`src/rtl/atb_dummy_unused.sv`:
```
`default_nettype none
`default_nettype wire

```
`src/rtl/atb_pkg.sv`:
```
// Constants for the converter trim register bank
// Operation
// - Core A offset for input B, quarter phase, applies only under foreground calibration.
// - Core B offset for input A applies under foreground calibration, both modes.
// - Core B offset for input B applies under foreground calibration, both modes.
// - Dual-channel fine gains come from four registers starting 0x350.
// - Single-channel fine gains come from a separate set starting 0x354.
// - Fine gain field is bits 4:0; bits 7:5 reserved, reset zero.
// - Offset registers are 16 bits; value bits 11:0, bits 15:12 reserved, reset zero.
// - After initialisation trim registers load their defaults from fuse ROM.
package atb_pkg;

  // ==========================================================
  // Bus widths
  localparam int ADDR_W   = 12;
  localparam int DATA_W   = 16;
  localparam int NUM_REGS = 12;
  localparam int IDX_W    = 4;

  // ==========================================================
  // Register indices
  localparam int IDX_OFF_A_QB   = 0;
  localparam int IDX_OFF_B_IN_A = 1;
  localparam int IDX_OFF_B_IN_B = 2;
  localparam int IDX_GA0_DUAL   = 3;
  localparam int IDX_GA1_DUAL   = 4;
  localparam int IDX_GB0_DUAL   = 5;
  localparam int IDX_GB1_DUAL   = 6;
  localparam int IDX_GA0_SGL    = 7;
  localparam int IDX_GA1_SGL    = 8;
  localparam int IDX_GB0_SGL    = 9;
  localparam int IDX_GB1_SGL    = 10;
  localparam int IDX_CTRL       = 11;

  // ==========================================================
  // Register addresses
  localparam logic [ADDR_W-1:0] ADDR_CTRL          = 12'h348;
  localparam logic [ADDR_W-1:0] ADDR_OFF_A_QB      = 12'h34a;
  localparam logic [ADDR_W-1:0] ADDR_OFF_B_IN_A    = 12'h34c;
  localparam logic [ADDR_W-1:0] ADDR_OFF_B_IN_B    = 12'h34e;
  localparam logic [ADDR_W-1:0] ADDR_GAIN_DUAL0    = 12'h350;
  localparam logic [ADDR_W-1:0] ADDR_GAIN_SGL0     = 12'h354;

  localparam logic [ADDR_W-1:0] REG_ADDR [NUM_REGS] = '{
    12'h34a, 12'h34c, 12'h34e,
    12'h350, 12'h351, 12'h352, 12'h353,
    12'h354, 12'h355, 12'h356, 12'h357,
    12'h348
  };

  // ==========================================================
  // Register widths and fields
  localparam int OFF_REG_W   = 16;
  localparam int GAIN_REG_W  = 8;
  localparam int OFF_FIELD_W = 12;
  localparam int GAIN_FIELD_W = 5;
  localparam int NUM_TRIM    = 11;

  localparam logic [DATA_W-1:0] OFF_FIELD_MASK  = 16'h0fff;
  localparam logic [DATA_W-1:0] GAIN_FIELD_MASK = 16'h001f;
  localparam logic [DATA_W-1:0] TRIM_RESET      = 16'h0000;

  // ==========================================================
  // Control register fields
  localparam int CTRL_RELOAD_BIT = 0;
  localparam int CTRL_BUSY_BIT   = 1;
  localparam int CTRL_FGCAL_BIT  = 2;
  localparam int CTRL_SINGLE_BIT = 3;

  // ==========================================================
  // Fuse loader states
  typedef enum logic [1:0] {
    ATB_LD_IDLE,
    ATB_LD_REQ,
    ATB_LD_WAIT,
    ATB_LD_TAKE
  } atb_ld_state_t;

endpackage

```
`src/rtl/atb_trim_reg.sv`:
```
// One trim register with fuse load and software write
`timescale 1ns/10ps
`default_nettype none
module atb_trim_reg #(
  parameter int WIDTH = 16
) (
  input  wire logic             clk,
  input  wire logic             resetn,
  input  wire logic             ce,
  input  wire logic             ld,
  input  wire logic [WIDTH-1:0] ld_data,
  input  wire logic             we,
  input  wire logic [WIDTH-1:0] wdata,
  output var  logic [WIDTH-1:0] q
);

  // ==========================================================
  // Storage
  always_ff @(posedge clk or negedge resetn) begin
    if (!resetn) begin
      q <= '0;
    end else if (ce) begin
      if (ld) begin
        q <= ld_data;
      end else if (we) begin
        q <= wdata;
      end
    end
  end

endmodule
`default_nettype wire

```
`src/rtl/atb_trim_bank.sv`:
```
// Converter trim register bank top
//
// The address-and-strobe port was chosen for this implementation.
`timescale 1ns/10ps
`default_nettype none
module atb_trim_bank #(
  parameter int ADDR_W   = atb_pkg::ADDR_W,
  parameter int DATA_W   = atb_pkg::DATA_W,
  parameter int NUM_TRIM = atb_pkg::NUM_TRIM
) (
  input  wire logic                     clk,
  input  wire logic                     resetn,
  input  wire logic                     ce,
  input  wire logic [ADDR_W-1:0]        addr,
  input  wire logic [DATA_W-1:0]        wr_data,
  input  wire logic                     wr_en,
  input  wire logic                     rd_en,
  output logic      [DATA_W-1:0]        rd_data_q,
  input  wire logic                     sample_a_in_b_quarter,
  output logic                          fuse_rd_q,
  output logic      [atb_pkg::IDX_W-1:0] fuse_addr_q,
  input  wire logic [DATA_W-1:0]        fuse_data,
  output logic                          load_busy_q,
  output logic      [atb_pkg::OFF_FIELD_W-1:0] off_a_in_b_qtr_q,
  output logic      [atb_pkg::OFF_FIELD_W-1:0] off_b_in_a_q,
  output logic      [atb_pkg::OFF_FIELD_W-1:0] off_b_in_b_q,
  output logic      [atb_pkg::GAIN_FIELD_W-1:0] gain_a0_q,
  output logic      [atb_pkg::GAIN_FIELD_W-1:0] gain_a1_q,
  output logic      [atb_pkg::GAIN_FIELD_W-1:0] gain_b0_q,
  output logic      [atb_pkg::GAIN_FIELD_W-1:0] gain_b1_q
);

  // ==========================================================
  // Declarations
  localparam logic [atb_pkg::IDX_W-1:0] LAST_IDX =
    atb_pkg::IDX_W'(atb_pkg::NUM_TRIM - 1);
  localparam logic [atb_pkg::IDX_W-1:0] IDX_ONE = 4'h1;
  localparam logic [atb_pkg::IDX_W-1:0] IDX_ZERO = 4'h0;

  logic [DATA_W-1:0]          trim_q [NUM_TRIM];
  logic [NUM_TRIM-1:0]        hit;
  logic [NUM_TRIM-1:0]        trim_we;
  logic [NUM_TRIM-1:0]        trim_ld;
  logic                       ctrl_hit;
  logic                       ctrl_we;
  logic                       fgcal_q;
  logic                       single_q;
  logic                       reload_req;
  logic                       start_q;
  atb_pkg::atb_ld_state_t     ld_state_q;
  logic [atb_pkg::IDX_W-1:0]  ld_idx_q;
  logic                       ld_take;
  logic [DATA_W-1:0]          rd_mux;
  logic [DATA_W-1:0]          ctrl_view;
  logic [atb_pkg::GAIN_FIELD_W-1:0] gain_a0_d;
  logic [atb_pkg::GAIN_FIELD_W-1:0] gain_a1_d;
  logic [atb_pkg::GAIN_FIELD_W-1:0] gain_b0_d;
  logic [atb_pkg::GAIN_FIELD_W-1:0] gain_b1_d;

  // ==========================================================
  // Address decode
  always_comb begin
    for (int i = 0; i < NUM_TRIM; i++) begin
      hit[i] = (addr == atb_pkg::REG_ADDR[i]);
    end
  end

  assign ctrl_hit = (addr == atb_pkg::ADDR_CTRL);
  assign ctrl_we  = wr_en && ctrl_hit;

  // Writes to trim registers are dropped while the fuse load runs
  always_comb begin
    for (int i = 0; i < NUM_TRIM; i++) begin
      trim_we[i] = wr_en && hit[i] && !load_busy_q;
    end
  end

  assign reload_req = ctrl_we && wr_data[atb_pkg::CTRL_RELOAD_BIT];

  // ==========================================================
  // Trim register storage
  genvar g;
  generate
    for (g = 0; g < NUM_TRIM; g++) begin : g_trim
      localparam int W = (g <= atb_pkg::IDX_OFF_B_IN_B) ?
        atb_pkg::OFF_REG_W : atb_pkg::GAIN_REG_W;
      logic [W-1:0] q_w;

      atb_trim_reg #(
        .WIDTH (W)
      ) u_reg (
        .clk     (clk),
        .resetn  (resetn),
        .ce      (ce),
        .ld      (trim_ld[g]),
        .ld_data (fuse_data[W-1:0]),
        .we      (trim_we[g]),
        .wdata   (wr_data[W-1:0]),
        .q       (q_w)
      );

      // Reserved upper bits stored as written, unused bus bits read zero
      assign trim_q[g] = DATA_W'(q_w);
      assign trim_ld[g] = ld_take && (ld_idx_q == atb_pkg::IDX_W'(g));
    end
  endgenerate

  // ==========================================================
  // Control register
  // Calibration off after reset
  always_ff @(posedge clk or negedge resetn) begin
    if (!resetn) begin
      fgcal_q <= 1'b0;
    end else if (ce) begin
      if (ctrl_we) begin
        fgcal_q <= wr_data[atb_pkg::CTRL_FGCAL_BIT];
      end
    end
  end

  // Dual-channel mode after reset
  always_ff @(posedge clk or negedge resetn) begin
    if (!resetn) begin
      single_q <= 1'b0;
    end else if (ce) begin
      if (ctrl_we) begin
        single_q <= wr_data[atb_pkg::CTRL_SINGLE_BIT];
      end
    end
  end

  always_comb begin
    ctrl_view = '0;
    ctrl_view[atb_pkg::CTRL_BUSY_BIT]   = load_busy_q;
    ctrl_view[atb_pkg::CTRL_FGCAL_BIT]  = fgcal_q;
    ctrl_view[atb_pkg::CTRL_SINGLE_BIT] = single_q;
  end

  // ==========================================================
  // Fuse load request
  // Pending from reset, so defaults load straight after release
  always_ff @(posedge clk or negedge resetn) begin
    if (!resetn) begin
      start_q <= 1'b1;
    end else if (ce) begin
      if (reload_req) begin
        start_q <= 1'b1;
      end else if (ld_state_q == atb_pkg::ATB_LD_IDLE) begin
        start_q <= 1'b0;
      end
    end
  end

  // ==========================================================
  // Fuse load sequencer
  // Three cycles a word: request, wait, take
  assign ld_take = (ld_state_q == atb_pkg::ATB_LD_TAKE);

  always_ff @(posedge clk or negedge resetn) begin
    if (!resetn) begin
      ld_state_q <= atb_pkg::ATB_LD_IDLE;
    end else if (ce) begin
      unique case (ld_state_q)
        atb_pkg::ATB_LD_IDLE: begin
          if (start_q) begin
            ld_state_q <= atb_pkg::ATB_LD_REQ;
          end
        end
        atb_pkg::ATB_LD_REQ: begin
          ld_state_q <= atb_pkg::ATB_LD_WAIT;
        end
        atb_pkg::ATB_LD_WAIT: begin
          ld_state_q <= atb_pkg::ATB_LD_TAKE;
        end
        atb_pkg::ATB_LD_TAKE: begin
          if (ld_idx_q == LAST_IDX) begin
            ld_state_q <= atb_pkg::ATB_LD_IDLE;
          end else begin
            ld_state_q <= atb_pkg::ATB_LD_REQ;
          end
        end
      endcase
    end
  end

  always_ff @(posedge clk or negedge resetn) begin
    if (!resetn) begin
      ld_idx_q <= IDX_ZERO;
    end else if (ce) begin
      if (ld_state_q == atb_pkg::ATB_LD_IDLE) begin
        ld_idx_q <= IDX_ZERO;
      end else if (ld_take) begin
        ld_idx_q <= ld_idx_q + IDX_ONE;
      end
    end
  end

  // Fuse ROM port: read strobe one cycle, data one cycle later
  always_ff @(posedge clk or negedge resetn) begin
    if (!resetn) begin
      fuse_rd_q <= 1'b0;
    end else if (ce) begin
      fuse_rd_q <= (ld_state_q == atb_pkg::ATB_LD_REQ);
    end
  end

  // Word index held until the next request
  always_ff @(posedge clk or negedge resetn) begin
    if (!resetn) begin
      fuse_addr_q <= IDX_ZERO;
    end else if (ce) begin
      if (ld_state_q == atb_pkg::ATB_LD_REQ) begin
        fuse_addr_q <= ld_idx_q;
      end
    end
  end

  // Busy from reset until the last default is taken
  always_ff @(posedge clk or negedge resetn) begin
    if (!resetn) begin
      load_busy_q <= 1'b1;
    end else if (ce) begin
      if (reload_req) begin
        load_busy_q <= 1'b1;
      end else if (ld_take && ld_idx_q == LAST_IDX && !start_q) begin
        load_busy_q <= 1'b0;
      end else if (ld_state_q == atb_pkg::ATB_LD_IDLE && !start_q) begin
        load_busy_q <= 1'b0;
      end
    end
  end

  // ==========================================================
  // Read path
  always_comb begin
    rd_mux = '0;
    for (int i = 0; i < NUM_TRIM; i++) begin
      if (hit[i]) begin
        rd_mux = trim_q[i];
      end
    end
    if (ctrl_hit) begin
      rd_mux = ctrl_view;
    end
  end

  // Read data valid only in the cycle after the strobe
  always_ff @(posedge clk or negedge resetn) begin
    if (!resetn) begin
      rd_data_q <= '0;
    end else if (ce) begin
      if (rd_en) begin
        rd_data_q <= rd_mux;
      end else begin
        rd_data_q <= '0;
      end
    end
  end

  // ==========================================================
  // Offsets applied to the cores
  // Quarter-phase offset only while core A samples input B
  always_ff @(posedge clk or negedge resetn) begin
    if (!resetn) begin
      off_a_in_b_qtr_q <= '0;
    end else if (ce) begin
      if (fgcal_q && sample_a_in_b_quarter) begin
        off_a_in_b_qtr_q <=
          trim_q[atb_pkg::IDX_OFF_A_QB][atb_pkg::OFF_FIELD_W-1:0];
      end else begin
        off_a_in_b_qtr_q <= '0;
      end
    end
  end

  // Core B offsets in both channel modes, zero while calibration is off
  always_ff @(posedge clk or negedge resetn) begin
    if (!resetn) begin
      off_b_in_a_q <= '0;
    end else if (ce) begin
      if (fgcal_q) begin
        off_b_in_a_q <=
          trim_q[atb_pkg::IDX_OFF_B_IN_A][atb_pkg::OFF_FIELD_W-1:0];
      end else begin
        off_b_in_a_q <= '0;
      end
    end
  end

  always_ff @(posedge clk or negedge resetn) begin
    if (!resetn) begin
      off_b_in_b_q <= '0;
    end else if (ce) begin
      if (fgcal_q) begin
        off_b_in_b_q <=
          trim_q[atb_pkg::IDX_OFF_B_IN_B][atb_pkg::OFF_FIELD_W-1:0];
      end else begin
        off_b_in_b_q <= '0;
      end
    end
  end

  // ==========================================================
  // Fine gains for the active channel mode
  // Both sets stay stored; the mode bit only steers which one drives
  always_comb begin
    gain_a0_d = trim_q[atb_pkg::IDX_GA0_DUAL][atb_pkg::GAIN_FIELD_W-1:0];
    gain_a1_d = trim_q[atb_pkg::IDX_GA1_DUAL][atb_pkg::GAIN_FIELD_W-1:0];
    gain_b0_d = trim_q[atb_pkg::IDX_GB0_DUAL][atb_pkg::GAIN_FIELD_W-1:0];
    gain_b1_d = trim_q[atb_pkg::IDX_GB1_DUAL][atb_pkg::GAIN_FIELD_W-1:0];
    if (single_q) begin
      gain_a0_d = trim_q[atb_pkg::IDX_GA0_SGL][atb_pkg::GAIN_FIELD_W-1:0];
      gain_a1_d = trim_q[atb_pkg::IDX_GA1_SGL][atb_pkg::GAIN_FIELD_W-1:0];
      gain_b0_d = trim_q[atb_pkg::IDX_GB0_SGL][atb_pkg::GAIN_FIELD_W-1:0];
      gain_b1_d = trim_q[atb_pkg::IDX_GB1_SGL][atb_pkg::GAIN_FIELD_W-1:0];
    end
  end

  always_ff @(posedge clk or negedge resetn) begin
    if (!resetn) begin
      gain_a0_q <= '0;
    end else if (ce) begin
      gain_a0_q <= gain_a0_d;
    end
  end

  always_ff @(posedge clk or negedge resetn) begin
    if (!resetn) begin
      gain_a1_q <= '0;
    end else if (ce) begin
      gain_a1_q <= gain_a1_d;
    end
  end

  always_ff @(posedge clk or negedge resetn) begin
    if (!resetn) begin
      gain_b0_q <= '0;
    end else if (ce) begin
      gain_b0_q <= gain_b0_d;
    end
  end

  always_ff @(posedge clk or negedge resetn) begin
    if (!resetn) begin
      gain_b1_q <= '0;
    end else if (ce) begin
      gain_b1_q <= gain_b1_d;
    end
  end

endmodule
`default_nettype wire

```
`config.mk`:
```
export PLATFORM = sky130hd
export DESIGN_NAME = atb_trim_bank
export DESIGN_NICKNAME = d
export VERILOG_FILES = /design/src/rtl/atb_dummy_unused.sv /design/src/rtl/atb_pkg.sv /design/src/rtl/atb_trim_reg.sv /design/src/rtl/atb_trim_bank.sv
export SDC_FILE = /design/constraint.sdc
export NUM_CORES = 1
export LEC_CHECK = 0
export ABC_AREA = 1
export BUFFER_PORTS_ARGS = -buffer_cell sky130_fd_sc_hd__buf_2
export CAP_MARGIN = 20
export CORE_MARGIN = 2
export CORE_UTILIZATION = 40
export DETAILED_ROUTE_END_ITERATION = 8
export MAX_ROUTING_LAYER = met4
export PLACE_DENSITY_LB_ADDON = 0.12
export SYNTH_ARGS = -nofsm -noshare
export SYNTH_HDL_FRONTEND = slang
export SYNTH_SLANG_ARGS = --single-unit
```
`constraint.sdc`:
```
create_clock -name clk -period 4.6 [get_ports clk]
set_clock_uncertainty 0.15 [all_clocks]
set_input_delay 0 -clock clk [delete_from_list [all_inputs] [get_ports clk]]
set_output_delay 0 -clock clk [all_outputs]
set_load 0.1 [all_outputs]
```
# ---- Yosys cells after proc, flatten, opt, wreduce, memory -nomap -nowiden
# Cells that the tools add are included.
dict set report totals {
  regBits 199
  inputBits 50
  wordCells 179
}
dict set report op_classes {
  addsub 1
  eq_ne 26
  mux 52
  n_reduce_logical 73
}
# operator count
set op_table {}
lappend op_table {{$mux W16} 19}
lappend op_table {{$eq A12 B10 Y1 const B} 12}
lappend op_table {{$mux W8} 16}
lappend op_table {{$logic_and A1 B1 Y1} 38}
lappend op_table {{$mux W12} 3}
lappend op_table {{$reduce_and A2 Y1} 17}
lappend op_table {{$reduce_bool A2 Y1} 13}
lappend op_table {{$mux W5} 4}
lappend op_table {{$eq A4 B3 Y1 const B} 4}
lappend op_table {{$eq A4 B4 Y1 const B} 3}
lappend op_table {{$eq A4 B2 Y1 const B} 2}
lappend op_table {{$mux W4} 2}
lappend op_table {{$pmux W2 S4} 1}
lappend op_table {{$mux W1} 6}
lappend op_table {{$add A4 B1 Y4 const B} 1}
lappend op_table {{$eq A2 B2 Y1 const B} 2}
lappend op_table {{$eq A4 B1 Y1 const B} 1}
lappend op_table {{$logic_not A4 Y1} 1}
lappend op_table {{$reduce_bool A3 Y1} 1}
lappend op_table {{$eq A2 B1 Y1 const B} 1}
lappend op_table {{$logic_not A1 Y1} 2}
lappend op_table {{$logic_not A2 Y1} 1}
lappend op_table {{$mux W2} 1}
lappend op_table {{$ne A2 B2 Y1 const B} 1}

# ---- Longest topological paths before layout
dict set report logic_depth {
  word_depth 14
  mapped_depth 17
  depth_no_buf 16
}

# ---- Cells and area by module
# From an unflattened synthesis, not the netlist that was laid out.
dict set report hier_totals {
  hier_cells 1605
  hier_area_um2 11185.7
}
# module instances cells_each area_per_inst_um2
set by_module_without_submodules {}
lappend by_module_without_submodules {atb_trim_bank 1 743 5197.5}
lappend by_module_without_submodules {{atb_trim_reg at g_trim[10].u_reg ...} 8 62 430.4}
lappend by_module_without_submodules {{atb_trim_reg at g_trim[0].u_reg ...} 3 122 848.3}

# ---- Worst setup path after synthesis
# OpenSTA, ideal clock, no wires.
dict set report synth_timing {
  path_kind {reg2reg}
  from {reg ld_idx_q[0] (netlist name)}
  to {reg g_trim[2].u_reg.q[0]}
  setup_ns 0.130
  arrival_ns 1.746
  t_required_ns 4.320
  setup_slack_ns 2.574
  stages_incl_launch_ff 11
  n_path_buf 2
  period_less_slack_ns 2.026
  cell_sequence {dfrtp_1 inv_1 ha_1 nand2_1 clkinv_1 nand2_1 buf_2 clkbuf_1 nand2_1 o211ai_1 o21ai_0}
}
dict set report synth_between {
  elab_chain_len 4
  word_cells_on_any_way 5
  cone_classes {eq/ne: 1; mux: 1; reduce/logical: 3}
}
# item line
set synth_rtl {}
lappend synth_rtl {{start: declaration} atb_trim_bank.sv:51} ;# logic [atb_pkg::IDX_W-1:0] ld_idx_q;
lappend synth_rtl {{start signal: assignment} atb_trim_bank.sv:193} ;# ld_idx_q <= ld_idx_q + IDX_ONE;
lappend synth_rtl {{$eq A4 B2 Y1 (*)} atb_trim_bank.sv:104} ;# assign trim_ld[g] = ld_take && (ld_idx_q == atb_pkg::IDX_W'(g));
lappend synth_rtl {{$logic_and A1 B1 Y1 (*)} atb_trim_bank.sv:104}
lappend synth_rtl {{$reduce_bool A2 Y1 (no line)} -}
lappend synth_rtl {{$reduce_and A2 Y1 (no line)} -}
lappend synth_rtl {{end signal: assignment} atb_trim_reg.sv:24} ;# q <= ld_data;
lappend synth_rtl {{end signal: assignment} atb_trim_reg.sv:26} ;# q <= wdata;
lappend synth_rtl {{end: declaration} atb_trim_reg.sv:14} ;# output var logic [WIDTH-1:0] q
# Every way passes the cells marked *; elsewhere a longest branch is shown, timed or not.
# A chain may end at the register's enable or synchronous reset.

# ---- Worst setup path after layout
dict set report layout_timing {
  from {reg ld_idx_q[0] (netlist name)}
  to {reg g_trim[4].u_reg.q[5]}
}
dict set report layout_between {
  elab_chain_len 4
  word_cells_on_any_way 5
  cone_classes {eq/ne: 1; mux: 1; reduce/logical: 3}
}
# item line
set layout_rtl {}
lappend layout_rtl {{$eq A4 B3 Y1 (*)} atb_trim_bank.sv:104}
lappend layout_rtl {{$logic_and A1 B1 Y1 (*)} atb_trim_bank.sv:104}
lappend layout_rtl {{$reduce_bool A2 Y1 (no line)} -}
lappend layout_rtl {{$reduce_and A2 Y1 (no line)} -}
lappend layout_rtl {{end signal: assignment} atb_trim_reg.sv:24}
lappend layout_rtl {{end signal: assignment} atb_trim_reg.sv:26}
lappend layout_rtl {{end: declaration} atb_trim_reg.sv:14}
# Marked as above.

==> results.sh <==
export IMPL_status="finished, final reports clean"
export IMPL_grt_util_met3_pct=5.07
export IMPL_period_share_pct=69.8
export IMPL_cp_end_kind="flip-flop"
export IMPL_syn_area_mm2=0.0104
export IMPL_holdCritPathClass="primary input to asynchronous set/reset pin"
export IMPL_clk_insertion_delay_late_ns=0.44
export IMPL_async_flop_share_pct=100
export IMPL_drive_above_1_share_pct=14.0
export IMPL_grt_pass1_vias=9104
export IMPL_avgViaCountPerCell=5.41
export IMPL_drc=0
export IMPL_slew_headroom_pct=36.8
export IMPL_cp_num_cells=9
export IMPL_use_met1_pct=41.7
export IMPL_synth_compound_area_share_pct=18.7
export IMPL_worstPathRequired_ns=4.84
export IMPL_grt_busiest_layer="met1"
export IMPL_die_w_um=165
export IMPL_root_buffer="clkbuf_16"
export IMPL_final_common_cell="nand2_1"
export IMPL_wl_per_cell_um=20.0
export IMPL_startpoint_type="flip-flop"
export IMPL_num_rows=58
export IMPL_cts_inserted_buffers=17
export IMPL_synth_area_per_cell_um2=7.74
export IMPL_cts_tree="built"
export IMPL_ios=128
export IMPL_synth_simple_area_share_pct=23.8
export IMPL_p_leak_nw=5.99
export IMPL_mostFrequentLayoutCells="359 x nand2_1, 223 x o21ai_0, 197 x dfrtp_1"
export IMPL_setup_violations=0
export IMPL_cts_buffer_depth=2
export IMPL_first_iter_violations=1182
export IMPL_design_core_area_mm2=0.0253
export IMPL_path_cells="inv_1 > ha_1 > nand2_1 > inv_1 > nand2_1 > a21oi_2 > nor2_1 > a31oi_1 > dlygate4sd3_1"
export IMPL_slowest_delay_ns=0.60
export IMPL_vias=9847
export IMPL_grt_overflow_total=0
export IMPL_cts_hold_buffers=53
export IMPL_htree_num_levels=4
export IMPL_period_needed_ns=3.21
export IMPL_cts_resized=0
export IMPL_path_class="flip-flop to flip-flop"
export IMPL_cp_num_buf_inv=3
export IMPL_grt_util_met2_pct=39.3
export IMPL_fin_nets=1533
export IMPL_critPathSlowestCell="a21oi_2"
export IMPL_grt_antenna_before_repair=1
export IMPL_fmax_mhz=311
export IMPL_ys_ff_latch=199
export IMPL_grt_start_max_net_pins=106
export IMPL_synthDistinctLibCells=39
export IMPL_dp_hpwl_um=24700
export IMPL_drv_cap=0
export IMPL_synth_top_family_by_area="simple AND/OR/NAND/NOR gates"
export IMPL_p_per_area_mw_per_mm2=537
export IMPL_synth_xor_area_share_pct=0.0846
export IMPL_path_max_fanout=16
export IMPL_p_total_mw=6.60
export IMPL_start_util_pct=40.9
export IMPL_reg2regPathDepth=9
export IMPL_fp_dieH_um=165
export IMPL_clock_sinks=199
export IMPL_crit_start="ld_idx_q[0]"
export IMPL_worst_pin_slew_ns=0.948
export IMPL_design_die_area_mm2=0.0272
export IMPL_final_hold_viol_count=0
export IMPL_drt_total_wl_um=36300
export IMPL_synth_mux_area_share_pct=0
export IMPL_irDropWorstVdd_mv=0.316
export IMPL_syn_nets=1395
export IMPL_rsz0062_at_grt="false"
export IMPL_crit_arrival_ns=3.45
export IMPL_r2r_end="g_trim[4].u_reg.q[5]"
export IMPL_synth_yosys_warnings=0
export IMPL_synthAdderAreaFrac_pct=0.846
export IMPL_cpLargestDelayFamily="buffers and inverters"
export IMPL_endpoint="g_trim[4].u_reg.q[5]"
export IMPL_grt_pass1_wl_um=55200
export IMPL_ys_seq_area_share_pct=48.1
export IMPL_regToRegSetupSlack_ns=1.39
export IMPL_maxSlewViolCount=0
export IMPL_postCtsSetupRepairBufs=0
export IMPL_syn_to_final_growth_pct=18.7
export IMPL_netlist_instances=1338
export IMPL_synth_edf_count=0
export IMPL_drt_pass1_iterations=8
export IMPL_place_congestion=0.965
export IMPL_r2r_start="ld_idx_q[0]"
export IMPL_io_buffers=127
export IMPL_whs_ns=0.00392
export IMPL_clkTransAtPathRegs_ns=0.08
export IMPL_track_usage_pct=28.3
export IMPL_synth_flop_cell="dfrtp_1"
export IMPL_detail_route_antenna_nets=0
export IMPL_tns_ns=0
[flip-flops by register name, summed over array words and instances (netlist names), 2 cells and up]
signal,count
g_trim.u_reg.q,112
fuse_addr_q,4
gain_a1_q,5
off_a_in_b_qtr_q,12
off_b_in_a_q,12
gain_a0_q,5
rd_data_q,16
ld_idx_q,4
gain_b1_q,5
gain_b0_q,5
ld_state_q,2
off_b_in_b_q,12
[cell families after synthesis]
| logic type | after synthesis |
|---|---|
| buffers and inverters | 210 |
| adder cells (fa/ha/maj) | 7 |
| XOR/XNOR | 1 |
| AND/OR/NAND/NOR | 584 |
| flip-flops | 199 |
| AO/OA/AOI/OAI | 337 |
[metal layers]
metal  vias to the layer above  part of all wire [%]
met2                       432                    42
met3                        75                   8.8
met5                         -                     0
li1                       4684                     -
met4                         0                   2.6
met1                      4656                    46
[per-stage QoR]
step | utilization [%] | cells | worst slack (ns) | area [µm²]
after floorplan | - | 1338 | 2.57 | 10400
after global placement | 44.0 | 1734 | 1.99 | 11200
after detailed placement | 44.0 | 1734 | 1.93 | 11200
after CTS | 48.5 | 1818 | 1.48 | 12300
after global routing | 48.5 | 1819 | 1.15 | 12300
final | 48.5 | 1819 | 1.39 | 12300
[power by group]
| group | leakage [nW] | switching [mW] | internal, mW |
|---|---|---|---|
| Combinational | 3.21 | 1.69 | 0.586 |
| Clock | 0.295 | 0.744 | 0.834 |
| Sequential | 2.49 | 0.395 | 2.35 |
| Total | 5.99 | 2.83 | 3.77 |
[cells in the mapped netlist, types with 7 or more instances]
cell type	count	share of area, %
nand2_1	359	13
o21ai_0	223	11
dfrtp_1	197	48
inv_1	128	4.6
nor2_1	105	3.8
nand3_1	88	4.3
a31oi_1	47	2.8
clkbuf_1	43	1.6
o211ai_1	20	1.5
buf_2	18	0.87
a21oi_1	13	0.63
nand4_1	11	0.66
o221ai_1	8	0.68
a21oi_4	7	1.1
buf_4	7	0.51
ha_1	7	0.85
[area by class of cell]
class	instances	area, µm²
tap	330	413
fill	2545	13000
inverter	136	512
antenna	1	2.50
multi-input combinational	929	4490
clock inverter	13	161
clock buffer	18	439
timing repair buffer	193	1280
sequential	199	4980
[worst min path at each step]
stage | end
global route | rd_data_q[14]
global placement | off_a_in_b_qtr_q[11]
CTS | rd_data_q[11]
floorplan | fgcal_q
finish | off_a_in_b_qtr_q[11]
detailed placement | off_a_in_b_qtr_q[11]
Note: power is estimated with default switching activity, not from simulation.
